===== config.mk =====
export PLATFORM = sky130hd
export DESIGN_NAME = fsr_device_flat
export DESIGN_NICKNAME = d
export VERILOG_FILES = /design/src/rtl/fsr_pkg.sv /design/src/rtl/fsr_if.sv /design/src/rtl/fsr_device.sv /design/src/flat_wrapper.sv
export SDC_FILE = /design/constraint.sdc
export NUM_CORES = 1
export LEC_CHECK = 0
export BUFFER_PORTS_ARGS = -buffer_cell sky130_fd_sc_hd__buf_2
export CAP_MARGIN = 40
export CORE_UTILIZATION = 53
export CTS_BUF_LIST = sky130_fd_sc_hd__clkbuf_16
export CTS_CLUSTER_DIAMETER = 60
export DETAILED_ROUTE_END_ITERATION = 10
export HOLD_SLACK_MARGIN = 0.06
export PLACE_DENSITY = 0.81
export SLEW_MARGIN = 10
export SYNTH_ARGS = -nofsm -noshare
export SYNTH_HDL_FRONTEND = slang
export SYNTH_SLANG_ARGS = --single-unit

===== constraint.sdc =====
create_clock -name clk_i -period 2.7 [get_ports clk_i]
set_input_delay 0.675 -clock clk_i [delete_from_list [all_inputs] [get_ports clk_i]]
set_output_delay 0.675 -clock clk_i [all_outputs]
set_load 0.01 [all_outputs]

===== src/rtl/fsr_pkg.sv =====
// Constants, states and command codes for the secure region command state machine.
// Assumes one 25 MHz clock and a synchronous active-high reset shared by both ends.
package fsr_pkg;
   // ****************************************
   // Widths.
   // ****************************************
   localparam int FSR_AW = 12; // Command address width.
   localparam int FSR_DW = 16; // Data width.
   localparam int FSR_SW = 8; // Sector address width.
   // ****************************************
   // Command addresses and data.
   // ****************************************
   localparam logic [11:0] FSR_ADDR_UNLOCK1 = 12'h555; // First unlock and command address.
   localparam logic [11:0] FSR_ADDR_UNLOCK2 = 12'h2aa; // Second unlock address.
   localparam logic [7:0] FSR_CMD_RESET = 8'hf0; // Software reset or overlay exit.
   localparam logic [7:0] FSR_CMD_SR_READ = 8'h70; // Status read entry.
   localparam logic [7:0] FSR_CMD_SR_CLEAR = 8'h71; // Status clear.
   localparam logic [7:0] FSR_CMD_UNLOCK1 = 8'haa; // First unlock data.
   localparam logic [7:0] FSR_CMD_UNLOCK2 = 8'h55; // Second unlock data.
   localparam logic [7:0] FSR_CMD_WORD_PGM = 8'ha0; // Word program entry.
   localparam logic [7:0] FSR_CMD_BUF_LOAD = 8'h25; // Buffer load.
   localparam logic [7:0] FSR_CMD_EXIT_ENTRY = 8'h90; // Command set exit entry.
   localparam logic [7:0] FSR_CMD_EXIT = 8'h00; // Command set exit.
   localparam logic [8:0] FSR_MAX_WC = 9'h100; // Largest buffer count, 256 words.
   // ****************************************
   // Timing.
   // ****************************************
   localparam int FSR_CLK_NS = 40; // Clock period.
   localparam int FSR_PGM_NS = 400; // Program time of the model array.
   localparam logic [7:0] FSR_PGM_CYC = 8'((FSR_PGM_NS + FSR_CLK_NS - 1) / FSR_CLK_NS); // Cycles.
   // ****************************************
   // Status bits.
   // ****************************************
   localparam int FSR_SR_READY = 7; // Device ready.
   localparam int FSR_SR_PGM_ERR = 4; // Program failed.
   localparam int FSR_SR_ABORT = 3; // Buffer load aborted.
   localparam logic [7:0] FSR_SR_RESET = 8'h80; // Status after reset.
   // ****************************************
   // States, Gray along read, unlock, program.
   // ****************************************
   typedef enum logic [3:0]
   {
      FSR_ARRAY_READ = 4'h0,
      FSR_SECURE_REGION_READ = 4'h1,
      FSR_SECURE_UNLOCK_FIRST = 4'h3,
      FSR_SECURE_UNLOCK_SECOND = 4'h2,
      FSR_SECURE_WORD_PROGRAM_ENTRY = 4'h6,
      FSR_SECURE_PROGRAM_BUSY = 4'h7,
      FSR_SECURE_BUFFER_LOAD = 4'h5,
      FSR_SECURE_BUFFER_DATA = 4'h4,
      FSR_SECURE_CMDSET_EXIT = 4'hc,
      FSR_SECURE_STATUS_READ = 4'hd,
      FSR_QUERY = 4'hf,
      FSR_QUERY_STATUS_READ = 4'he
   } fsr_state_type;
endpackage


===== src/rtl/fsr_if.sv =====
// Command bus between the host and the secure region command state machine.
// Assumes both ends run on the same clock; the testbench supplies it.
`timescale 1ns/1ps
interface fsr_if
   import fsr_pkg::*;
(
   input wire logic clk_i // Shared clock.
);
   logic we; // Write cycle strobe, one cycle.
   logic re; // Read cycle strobe, one cycle.
   logic [FSR_AW-1:0] addr; // Command or word address.
   logic [FSR_SW-1:0] sector; // Sector address of the cycle.
   logic [FSR_DW-1:0] wdata; // Write data.
   logic [FSR_DW-1:0] rdata; // Read data, valid with rvalid.
   logic rvalid; // Read answer, one cycle after re.
   // ****************************************
   // Modports.
   // ****************************************
   modport device (input we, re, addr, sector, wdata, output rdata, rvalid);
   modport host (output we, re, addr, sector, wdata, input rdata, rvalid);
endinterface


===== src/rtl/fsr_device.sv =====
// Device end: command decoder for the query and secure region overlays.
// Assumes one command cycle per strobe, synchronous to clk_i; array data is a stub.
`timescale 1ns/1ps
module fsr_device
   import fsr_pkg::*;
(
   input wire logic clk_i, // Clock.
   input wire logic rst_i, // Synchronous reset, high.
   input wire logic ce_i, // Clock enable; low freezes state.
   fsr_if.device bus, // Command bus.
   input wire logic enter_query_i, // Enter query mode, pulse.
   input wire logic enter_secure_i, // Enter secure overlay, pulse.
   input wire logic [FSR_DW-1:0] array_data_i, // Array word.
   input wire logic [FSR_DW-1:0] query_data_i, // Query word.
   input wire logic [FSR_DW-1:0] secure_data_i, // Secure region word.
   output logic pgm_start_o, // Program start pulse.
   output logic [FSR_AW-1:0] pgm_addr_o, // Program address.
   output logic [FSR_DW-1:0] pgm_data_o, // Program data.
   output logic [3:0] state_o // Present state.
);
   fsr_state_type state_r; // Present state.
   fsr_state_type ret_r; // State to resume after a status read.
   logic [7:0] status_r; // Status register.
   logic [8:0] wc_r; // Words still to load.
   logic [FSR_SW-1:0] sect_r; // Sector of the buffer load.
   logic [7:0] busy_r; // Program cycles left.
   logic [7:0] cmd; // Low byte of the write.
   logic at555, at2aa, rst_cmd; // Decode terms.
   assign cmd = bus.wdata[7:0];
   assign at555 = bus.addr == FSR_ADDR_UNLOCK1;
   assign at2aa = bus.addr == FSR_ADDR_UNLOCK2;
   assign rst_cmd = cmd == FSR_CMD_RESET;
   assign state_o = state_r;
   // ****************************************
   // Command state machine.
   // ****************************************
   // One write moves at most one step; reads never change state except the one-shot status read.
   always_ff @(posedge clk_i)
   begin
      if (rst_i)
      begin
         state_r <= FSR_ARRAY_READ;
         ret_r <= FSR_ARRAY_READ;
         wc_r <= 9'h000;
         sect_r <= '0;
      end
      else if (ce_i)
      begin
         if (bus.re && (state_r == FSR_QUERY_STATUS_READ || state_r == FSR_SECURE_STATUS_READ))
         begin
            state_r <= ret_r;
         end
         else if (state_r == FSR_SECURE_PROGRAM_BUSY && busy_r == 8'h01 && !bus.we)
         begin
            state_r <= FSR_SECURE_PROGRAM_BUSY; // Completion only sets ready.
         end
         else if (bus.we)
         begin
            case (state_r)
               FSR_ARRAY_READ:
               begin
                  // Overlay entry sequences live in the main machine outside.
                  state_r <= FSR_ARRAY_READ;
               end
               FSR_QUERY:
               begin
                  if (rst_cmd)
                     state_r <= FSR_ARRAY_READ;
                  else if (at555 && cmd == FSR_CMD_SR_READ)
                  begin
                     ret_r <= FSR_QUERY;
                     state_r <= FSR_QUERY_STATUS_READ;
                  end
               end
               FSR_SECURE_REGION_READ:
               begin
                  if (rst_cmd)
                     state_r <= FSR_ARRAY_READ;
                  else if (at555 && cmd == FSR_CMD_SR_READ)
                  begin
                     ret_r <= FSR_SECURE_REGION_READ;
                     state_r <= FSR_SECURE_STATUS_READ;
                  end
                  else if (at555 && cmd == FSR_CMD_UNLOCK1)
                     state_r <= FSR_SECURE_UNLOCK_FIRST;
               end
               FSR_SECURE_UNLOCK_FIRST:
               begin
                  if (rst_cmd)
                     state_r <= FSR_ARRAY_READ;
                  else if (at555 && cmd == FSR_CMD_SR_READ)
                  begin
                     ret_r <= FSR_SECURE_REGION_READ;
                     state_r <= FSR_SECURE_STATUS_READ;
                  end
                  else if (at2aa && cmd == FSR_CMD_UNLOCK2)
                     state_r <= FSR_SECURE_UNLOCK_SECOND;
                  else
                     state_r <= FSR_SECURE_PROGRAM_BUSY;
               end
               FSR_SECURE_UNLOCK_SECOND:
               begin
                  if (rst_cmd)
                     state_r <= FSR_SECURE_REGION_READ;
                  else if (at555 && cmd == FSR_CMD_WORD_PGM)
                     state_r <= FSR_SECURE_WORD_PROGRAM_ENTRY;
                  else if (cmd == FSR_CMD_BUF_LOAD)
                  begin
                     sect_r <= bus.sector;
                     state_r <= FSR_SECURE_BUFFER_LOAD;
                  end
                  else if (at555 && cmd == FSR_CMD_EXIT_ENTRY)
                     state_r <= FSR_SECURE_CMDSET_EXIT;
                  else
                     state_r <= FSR_SECURE_PROGRAM_BUSY;
               end
               FSR_SECURE_WORD_PROGRAM_ENTRY:
               begin
                  state_r <= FSR_SECURE_PROGRAM_BUSY;
               end
               FSR_SECURE_BUFFER_LOAD:
               begin
                  // Data written is the count minus one.
                  if (bus.wdata > 16'(FSR_MAX_WC - 9'h001) || bus.sector != sect_r)
                     state_r <= FSR_SECURE_PROGRAM_BUSY;
                  else
                  begin
                     wc_r <= bus.wdata[8:0] + 9'h001;
                     state_r <= FSR_SECURE_BUFFER_DATA;
                  end
               end
               FSR_SECURE_BUFFER_DATA:
               begin
                  if (bus.sector != sect_r || wc_r == 9'h000)
                     state_r <= FSR_SECURE_PROGRAM_BUSY;
                  else
                  begin
                     wc_r <= wc_r - 9'h001;
                     if (wc_r == 9'h001)
                        state_r <= FSR_SECURE_PROGRAM_BUSY;
                  end
               end
               FSR_SECURE_PROGRAM_BUSY:
               begin
                  if (!status_r[FSR_SR_READY])
                  begin
                     if (at555 && cmd == FSR_CMD_SR_READ)
                     begin
                        ret_r <= FSR_SECURE_PROGRAM_BUSY;
                        state_r <= FSR_SECURE_STATUS_READ;
                     end
                  end
                  else if (rst_cmd)
                     state_r <= FSR_ARRAY_READ;
                  else if (at555 && cmd == FSR_CMD_SR_CLEAR)
                     state_r <= FSR_SECURE_REGION_READ;
                  else if (at555 && cmd == FSR_CMD_SR_READ)
                  begin
                     ret_r <= FSR_SECURE_PROGRAM_BUSY;
                     state_r <= FSR_SECURE_STATUS_READ;
                  end
                  else if (at555 && cmd == FSR_CMD_UNLOCK1)
                     state_r <= FSR_SECURE_UNLOCK_FIRST;
               end
               FSR_SECURE_CMDSET_EXIT:
               begin
                  if (cmd == FSR_CMD_EXIT)
                     state_r <= FSR_ARRAY_READ;
                  else if (at555 && cmd == FSR_CMD_SR_READ)
                  begin
                     ret_r <= FSR_SECURE_REGION_READ;
                     state_r <= FSR_SECURE_STATUS_READ;
                  end
               end
               default:
               begin
                  // Writes during a status read are ignored.
                  state_r <= state_r;
               end
            endcase
         end
         else if (state_r == FSR_ARRAY_READ && enter_query_i)
            state_r <= FSR_QUERY;
         else if (state_r == FSR_ARRAY_READ && enter_secure_i)
            state_r <= FSR_SECURE_REGION_READ;
      end
   end
   // ****************************************
   // Program timer and status register.
   // ****************************************
   // A fixed model time stands in for the array; abort sets bit 3 and skips programming.
   always_ff @(posedge clk_i)
   begin
      if (rst_i)
      begin
         status_r <= FSR_SR_RESET;
         busy_r <= 8'h00;
      end
      else if (ce_i)
      begin
         if (bus.we && state_r != FSR_SECURE_PROGRAM_BUSY
             && state_r != FSR_SECURE_STATUS_READ
             && state_r != FSR_QUERY_STATUS_READ
             && (state_r == FSR_SECURE_WORD_PROGRAM_ENTRY
                 || (state_r == FSR_SECURE_BUFFER_DATA && wc_r == 9'h001
                     && bus.sector == sect_r)))
         begin
            status_r[FSR_SR_READY] <= 1'b0; // Program starts.
            busy_r <= FSR_PGM_CYC;
         end
         else if (bus.we && ((state_r == FSR_SECURE_BUFFER_LOAD
                  && (bus.wdata > 16'(FSR_MAX_WC - 9'h001) || bus.sector != sect_r))
                  || (state_r == FSR_SECURE_BUFFER_DATA && bus.sector != sect_r)))
            status_r[FSR_SR_ABORT] <= 1'b1;
         else if (busy_r != 8'h00)
         begin
            busy_r <= busy_r - 8'h01;
            if (busy_r == 8'h01)
               status_r[FSR_SR_READY] <= 1'b1;
         end
         else if (bus.we && at555 && cmd == FSR_CMD_SR_CLEAR && status_r[FSR_SR_READY]
                  && (state_r == FSR_QUERY || state_r == FSR_SECURE_PROGRAM_BUSY
                      || state_r == FSR_SECURE_REGION_READ))
            status_r <= FSR_SR_RESET;
      end
   end
   // ****************************************
   // Program request and read answer.
   // ****************************************
   always_ff @(posedge clk_i)
   begin
      if (rst_i)
      begin
         pgm_start_o <= 1'b0;
         pgm_addr_o <= '0;
         pgm_data_o <= '0;
         bus.rvalid <= 1'b0;
         bus.rdata <= '0;
      end
      else if (ce_i)
      begin
         pgm_start_o <= bus.we && (state_r == FSR_SECURE_WORD_PROGRAM_ENTRY
                        || (state_r == FSR_SECURE_BUFFER_DATA && bus.sector == sect_r));
         if (bus.we)
         begin
            pgm_addr_o <= bus.addr;
            pgm_data_o <= bus.wdata;
         end
         bus.rvalid <= bus.re;
         case (state_r)
            FSR_QUERY: bus.rdata <= query_data_i;
            FSR_SECURE_REGION_READ: bus.rdata <= secure_data_i;
            FSR_SECURE_STATUS_READ,
            FSR_QUERY_STATUS_READ,
            FSR_SECURE_PROGRAM_BUSY: bus.rdata <= {8'h00, status_r};
            default: bus.rdata <= array_data_i;
         endcase
      end
   end
endmodule


===== src/flat_wrapper.sv =====
// flat-port wrapper written by rule: the top's interface ports become plain ports
module fsr_device_flat import fsr_pkg::*;
  (clk_i, rst_i, ce_i, enter_query_i, enter_secure_i, array_data_i, query_data_i, secure_data_i, pgm_start_o, pgm_addr_o, pgm_data_o, state_o, bus_we, bus_re, bus_addr, bus_sector, bus_wdata, bus_rdata, bus_rvalid);
  fsr_if bus_i (.clk_i(clk_i));
  input wire logic clk_i;
  input wire logic rst_i;
  input wire logic ce_i;
  input wire logic enter_query_i;
  input wire logic enter_secure_i;
  input wire logic [FSR_DW-1:0] array_data_i;
  input wire logic [FSR_DW-1:0] query_data_i;
  input wire logic [FSR_DW-1:0] secure_data_i;
  output logic pgm_start_o;
  output logic [FSR_AW-1:0] pgm_addr_o;
  output logic [FSR_DW-1:0] pgm_data_o;
  output logic [3:0] state_o;
  input wire logic [$bits(bus_i.we)-1:0] bus_we;
  input wire logic [$bits(bus_i.re)-1:0] bus_re;
  input wire logic [$bits(bus_i.addr)-1:0] bus_addr;
  input wire logic [$bits(bus_i.sector)-1:0] bus_sector;
  input wire logic [$bits(bus_i.wdata)-1:0] bus_wdata;
  output wire logic [$bits(bus_i.rdata)-1:0] bus_rdata;
  output wire logic [$bits(bus_i.rvalid)-1:0] bus_rvalid;
  assign bus_i.we = bus_we;
  assign bus_i.re = bus_re;
  assign bus_i.addr = bus_addr;
  assign bus_i.sector = bus_sector;
  assign bus_i.wdata = bus_wdata;
  assign bus_rdata = bus_i.rdata;
  assign bus_rvalid = bus_i.rvalid;
  fsr_device u_core (.clk_i(clk_i), .rst_i(rst_i), .ce_i(ce_i), .bus(bus_i), .enter_query_i(enter_query_i), .enter_secure_i(enter_secure_i), .array_data_i(array_data_i), .query_data_i(query_data_i), .secure_data_i(secure_data_i), .pgm_start_o(pgm_start_o), .pgm_addr_o(pgm_addr_o), .pgm_data_o(pgm_data_o), .state_o(state_o));
endmodule

* Word level (Yosys, flattened, before mapping) *
Index checks and enable logic that the tools add are counted.

storage, ports and cells
  output and inout port bits = 50
  memories kept = 0
  RAM bits = 0
  bits in read-only memories = 0
  input port bits = 91
  latch bits = 0
  register bits after elaboration = 81

cells by class
  div/mod/pow operators = 0
  shift operators = 0
  reduce and logical (&&, ||, !) cells = 55
  $add $sub $neg = 3
  magnitude comparators = 1
  equal/unequal tests = 42
  bitwise gates (word level) = 5
  $mul = 0
  multiplexer cells = 50

operators with widths
  operator                                                                count
  4-bit two-way mux                                                       33
  16-bit case mux with 3 select lines                                     1
  4-bit case mux with 10 select lines                                     1
  8-bit == test (second input constant)                                   4
  8-bit two-way mux                                                       4
  1-bit logical AND                                                       26
  8-bit by 7-bit == test with 1-bit output (second input constant)        3
  9-bit two-way mux                                                       2
  9-bit case mux with 2 select lines                                      1
  4-bit by 3-bit == test with 1-bit output (second input constant)        4
  4-bit == test (second input constant)                                   4
  16-bit by 8-bit > comparator with 1-bit output (second input constant)  1
  4-bit case mux with 4 select lines                                      1
  13-bit by 1-bit != test with 1-bit output (second input constant)       1
  12-bit by 10-bit == test with 1-bit output (second input constant)      1
  12-bit by 11-bit == test with 1-bit output (second input constant)      1
  11-bit AND reduction                                                    1
  2-bit != test (second input constant)                                   5
  9-bit by 1-bit adder with 9-bit output (second input constant)          1
  9-bit by 1-bit == test with 1-bit output (second input constant)        1
  9-bit zero test                                                         1
  9-bit by 1-bit subtractor with 9-bit output (second input constant)     1
  4-bit by 2-bit == test with 1-bit output (second input constant)        2
  8-bit by 1-bit == test with 1-bit output (second input constant)        1
  34 further kinds                                                        55

* Longest topological paths before layout *
  depth in word-level cells = 11
  gate-level depth with buffers = 9

* Worst setup path before layout *
No wires, ideal clock.

  path kind = input to register
  start point = input port bus_wdata[0]
  end point = register u_core.state_r[2] (netlist: u_core.state_o[2])
  path slack = 0.196 ns
  data arrival time = 2.418 ns
  cell stages on the path = 8
  buffers on the path = 0
  data required time = 2.614 ns
  cell sequence = inv_1 ha_1 or4b_4 or2_1 or3_1 a31oi_1 o21ai_1 a221oi_2

on the way
  word-level cells in the longest chain between the ends = 11
  elaborated cells on any way between the ends = 34
  those cells by class = eq/ne (8); mux (19); reduce/logical (7)

ends and longest elaborated chain
  element                              line                                 text
  start, declared                      flat_wrapper.sv:21                   input wire logic [$bits(bus_i.wdata)-1:0] bus_wdata;
  8-bit == test                        fsr_device.sv:84, fsr_device.sv:162
  1-bit logical AND                    fsr_device.sv:84, fsr_device.sv:162
  4-bit two-way mux                    --
  4-bit two-way mux                    fsr_device.sv:79                     else if (at555 && cmd == FSR_CMD_SR_READ)
  4-bit two-way mux                    fsr_device.sv:155                    else if (at555 && cmd == FSR_CMD_SR_CLEAR)
  4-bit two-way mux                    fsr_device.sv:153                    else if (rst_cmd)
  4-bit two-way mux                    fsr_device.sv:145                    if (!status_r[FSR_SR_READY])
  4-bit case mux with 10 select lines  fsr_device.sv:59                     case (state_r)
  4-bit two-way mux                    fsr_device.sv:57                     else if (bus.we)
  4-bit two-way mux                    fsr_device.sv:53                     else if (state_r == FSR_SECURE_PROGRAM_BUSY && busy_r == 8'h01 && !bus.we)
  4-bit two-way mux                    fsr_device.sv:49                     if (bus.re && (state_r == FSR_QUERY_STATUS_READ || state_r == FSR_SECURE_STATUS_READ))
  end signal, assigned                 fsr_device.sv:51                     state_r <= ret_r;
  end, declared                        fsr_device.sv:21                     fsr_state_type state_r;

Several ways; a longest one is shown, not always the timed one.
A chain may end at the register's enable or synchronous reset.

* Worst setup path in the final report *
  start point = register u_core.wc_r[1]
  end point = register u_core.state_r[1] (netlist: u_core.state_o[1])

on the way
  word-level cells in the longest chain between the ends = 7
  elaborated cells on any way between the ends = 10
  those cells by class = eq/ne (2); mux (5); reduce/logical (3)

ends and longest elaborated chain
  element                              line               text
  start, declared                      fsr_device.sv:24   logic [8:0] wc_r;
  start signal, assigned               fsr_device.sv:128  wc_r <= bus.wdata[8:0] + 9'h001;
  start signal, assigned               fsr_device.sv:138  wc_r <= wc_r - 9'h001;
  9-bit zero test                      fsr_device.sv:134  if (bus.sector != sect_r || wc_r == 9'h000)
  1-bit logical OR                     fsr_device.sv:134
  4-bit two-way mux                    fsr_device.sv:134
  4-bit case mux with 10 select lines  fsr_device.sv:59
  4-bit two-way mux                    fsr_device.sv:57
  4-bit two-way mux                    fsr_device.sv:53
  4-bit two-way mux                    fsr_device.sv:49

Several ways; a longest one is shown, not always the timed one.

==> metrics.md <==
| Metric | Value |
|---|---|
| CTS root buffer | clkbuf_16 |
| Post-Syn Area per Cell | 8.034 um2 |
| Syn Inst Count | 622 |
| Synth Net Count | 721 |
| Setup crit start kind | flip-flop |
| CTS sink count | 80 |
| ANT nets after route | 0 |
| Post-CTS setup buffers | 0 |
| Synth cell types | 81 |
| Num ports | 141 |
| Commonest non-fill, non-tap cell in the layout | buf_2 |
| Relative slew slack | 41.97% |
| Synth Flop Type | dfxtp_1 |
| Int Pwr | 2.441 mW |
| Power share of the sequential group | 37.8% |
| Total global-route track usage | 31.34% |
| Sequential area share after synthesis | 32.05% |
| Actual slew at the worst max-slew pin | 868.3 ps |
| #FFs+latches synth | 80 |
| Clock share of power | 30.4% |
| Port bufs | 140 |
| Synth Warn # | 0 |
| Inserted Clock Buffers | 9 |
| Sw Ratio | 33.97% |
| Placed Instance Area | 5949 um2 |
| Post-synth EDFFs | 0 |
| Total wire length | 15260 um |
| Pin count of the biggest net entering global routing | 37 |
| Max-slew violations | 0 |
| Congestion Overflow GR | 0 |
| Commonest cells after routing, fill and taps aside | 140 x buf_2, 97 x nand2_1, 80 x dfxtp_1 |
| Worst setup EP type | flip-flop |
| Dpl ws | -58.77 ps |
| Max-Cap Viols | 0 |
| CP arrival | 2630 ps |
| CTS tree | built |
| Count of final hold-check violations | 0 |
| Worst setup path class | flip-flop to flip-flop |
| Post-DP HPWL | 11380 um |
| Filler instances | 779 |
| Pwr Density | 595.2 nW/um2 |
| First-pass GRT wire length | 24610 um |
| CP Max Fanout | 4 |
| Peak supply drop | 0.3896 mV |
| Post_cts resized | 0 |
| Post-synth top area share | 32.05% |
| Total Power | 3.698 mW |
| Fmax | 409.0 MHz |
| Part of the power in combinational logic | 31.8% |
| Nets | 878 |
| DIE WIDTH | 99.10 um |
| Pleak | 2.629 nW |
| Clk_skew | 7.814 ps |
| Row count | 35 |
| Final setup fails | 0 |
| P&R area growth vs syn | 24.31% |
| Core area | 9196 um2 |
| Tcrit/Tclk final | 90.55% |
| Layout cells sized above 1 | 30.14% |
| WL/cell | 17.06 um |
| Initial antenna violation count | 0 |
| Status | finished clean |
| Worst hold path class | flip-flop to flip-flop |
| Asr flop ratio synth | 0% |
| Die Area | 9821 um2 |
| Setup WS post-layout | 255.1 ps |
| WP data required | 2890 ps |
| CTS Hold Buffers Added | 0 |
| Clock Pin Slew Worst Setup and Hold Paths | 60 ps |
| Post-Syn Area | 4997 um2 |
| # H-tree levels | 3 |
| Initial DRC count | 298 |
| Clk Latency, worst-skew pair | 340 ps |
| Final GP Congestion | 0.9865 |
| Yosys top cell by area | dfxtp_1 |
| Die Span Y | 99.10 um |
| Clk buf depth | 2 |
| Net Sw Power | 1.256 mW |
| TritonRoute pass-1 iters | 7 |
| Final min period | 2445 ps |
| Synth top area cells | dfxtp_1 32%, nand2_1 7.3%, a21oi_1 5.0%, nor2_1 4.1%, a221oi_1 3.5% |
| Hold Slack | 453.7 ps |
| Number of global-route vias before repair | 5024 |
| Design area | 6212 um2 |
| # DRC | 0 |
| Layout Utilization | 67.55% |
| Initial Utilization | 54.34% |
| Routed vias/inst | 6.161 |
| Antenna Cells | 0 |
| RSZ-0062 raised after global routing | false |
| DR vias | 5508 |
-- through the flow --
step	std cells	TNS (ps)
6_report	894	0
5_1_grt	894	0
4_1_cts	894	0
3_5_place_dp	879	-58.77
3_3_place_gp	879	-15.68
2_1_floorplan	622	0
-- final timing paths --
path / cells after the start / to / from / slack [ps]
setup / recovery: 9 / u_core.state_o[1]$_SDFFE_PP0P_ / u_core.wc_r[1]$_SDFFE_PP0P_ / 260
hold / removal: 2 / u_core.pgm_addr_o[6]$_SDFFE_PP0P_ / u_core.pgm_addr_o[6]$_SDFFE_PP0P_ / 450
setup reg to reg: 9 / u_core.state_o[1]$_SDFFE_PP0P_ / u_core.wc_r[1]$_SDFFE_PP0P_ / 260
hold reg to reg: 2 / u_core.pgm_addr_o[6]$_SDFFE_PP0P_ / u_core.pgm_addr_o[6]$_SDFFE_PP0P_ / 450
-- critical path: stages, from the launching register on --
cell and delay [ps]:
dfxtp_1 330, inv_1 130, ha_1 230, or4b_1 540, nor3_1 260, nor4_1 130, buf_4 150, and3_1 220
nor3_2 220, a211oi_1 100
-- cell usage after synthesis, types with 4 or more instances --
library cell,n
nor4b_1,4
mux2i_1,14
or3_1,5
buf_2,9
nor2_1,55
o211ai_1,10
nand3_1,16
and3_1,6
nand4_1,10
a211oi_1,18
nand2_1,97
clkbuf_8,6
a221oi_1,20
xnor2_1,13
nand2b_1,8
and2_1,4
nor3_1,15
buf_1,4
inv_1,16
o21ai_0,19
clkbuf_1,21
nor4_1,7
a21oi_1,50
dfxtp_1,80
nor4bb_1,9
o31ai_1,5
ha_1,8
-- logic make-up after synthesis --
group	count (synthesis)	share of synthesized area, %
buf+inv	61	6.610
flops	80	32.05
simple gates	280	30.50
fa+ha+maj	8	2.003
compound gates	160	22.46
mux	16	3.255
xor+xnor	17	3.130
-- routing by layer --
layer  share of wire, %  track usage, %  vias up  wire length, um
li1                   -               -     2601                -
met1                 42           40.17     2576             6481
met4                2.5           11.54        0              385
met2                 47           52.12      288             7173
met5                  0               0        -                0
met3                8.0           6.676       43             1215
-- cell type report --
cell class              count  area [um2]  area share, %
well taps                 111       138.9          2.236
multi-input cells         481        3065          49.35
clock inverters             6       37.54         0.6042
clock buffers               9       225.2          3.625
flip-flops and latches     80        1602          25.78
inverters                  16       60.06         0.9668
repair buffers            191        1084          17.44
-- registers in the layout, indices dropped and copies added (netlist names) --
signal,count
u_core.bus.rdata,16
u_core.bus.rvalid,1
u_core.busy_r,8
u_core.pgm_addr_o,12
u_core.pgm_data_o,16
u_core.pgm_start_o,1
u_core.ret_r,3
u_core.sect_r,8
u_core.state_o,4
u_core.status_r,2
u_core.wc_r,9
-- power groups by stage --
stage / registers, mW / clock network, mW / logic, mW
after floorplan: 1.40 / 0 / 0.790
after global placement: 1.41 / 0 / 1.13
after detailed placement: 1.42 / 0 / 1.16
after CTS: 1.39 / 1.13 / 1.16
after global routing: 1.41 / 1.18 / 1.29
final: 1.40 / 1.12 / 1.18
Note: power is estimated with default switching activity, not from simulation.
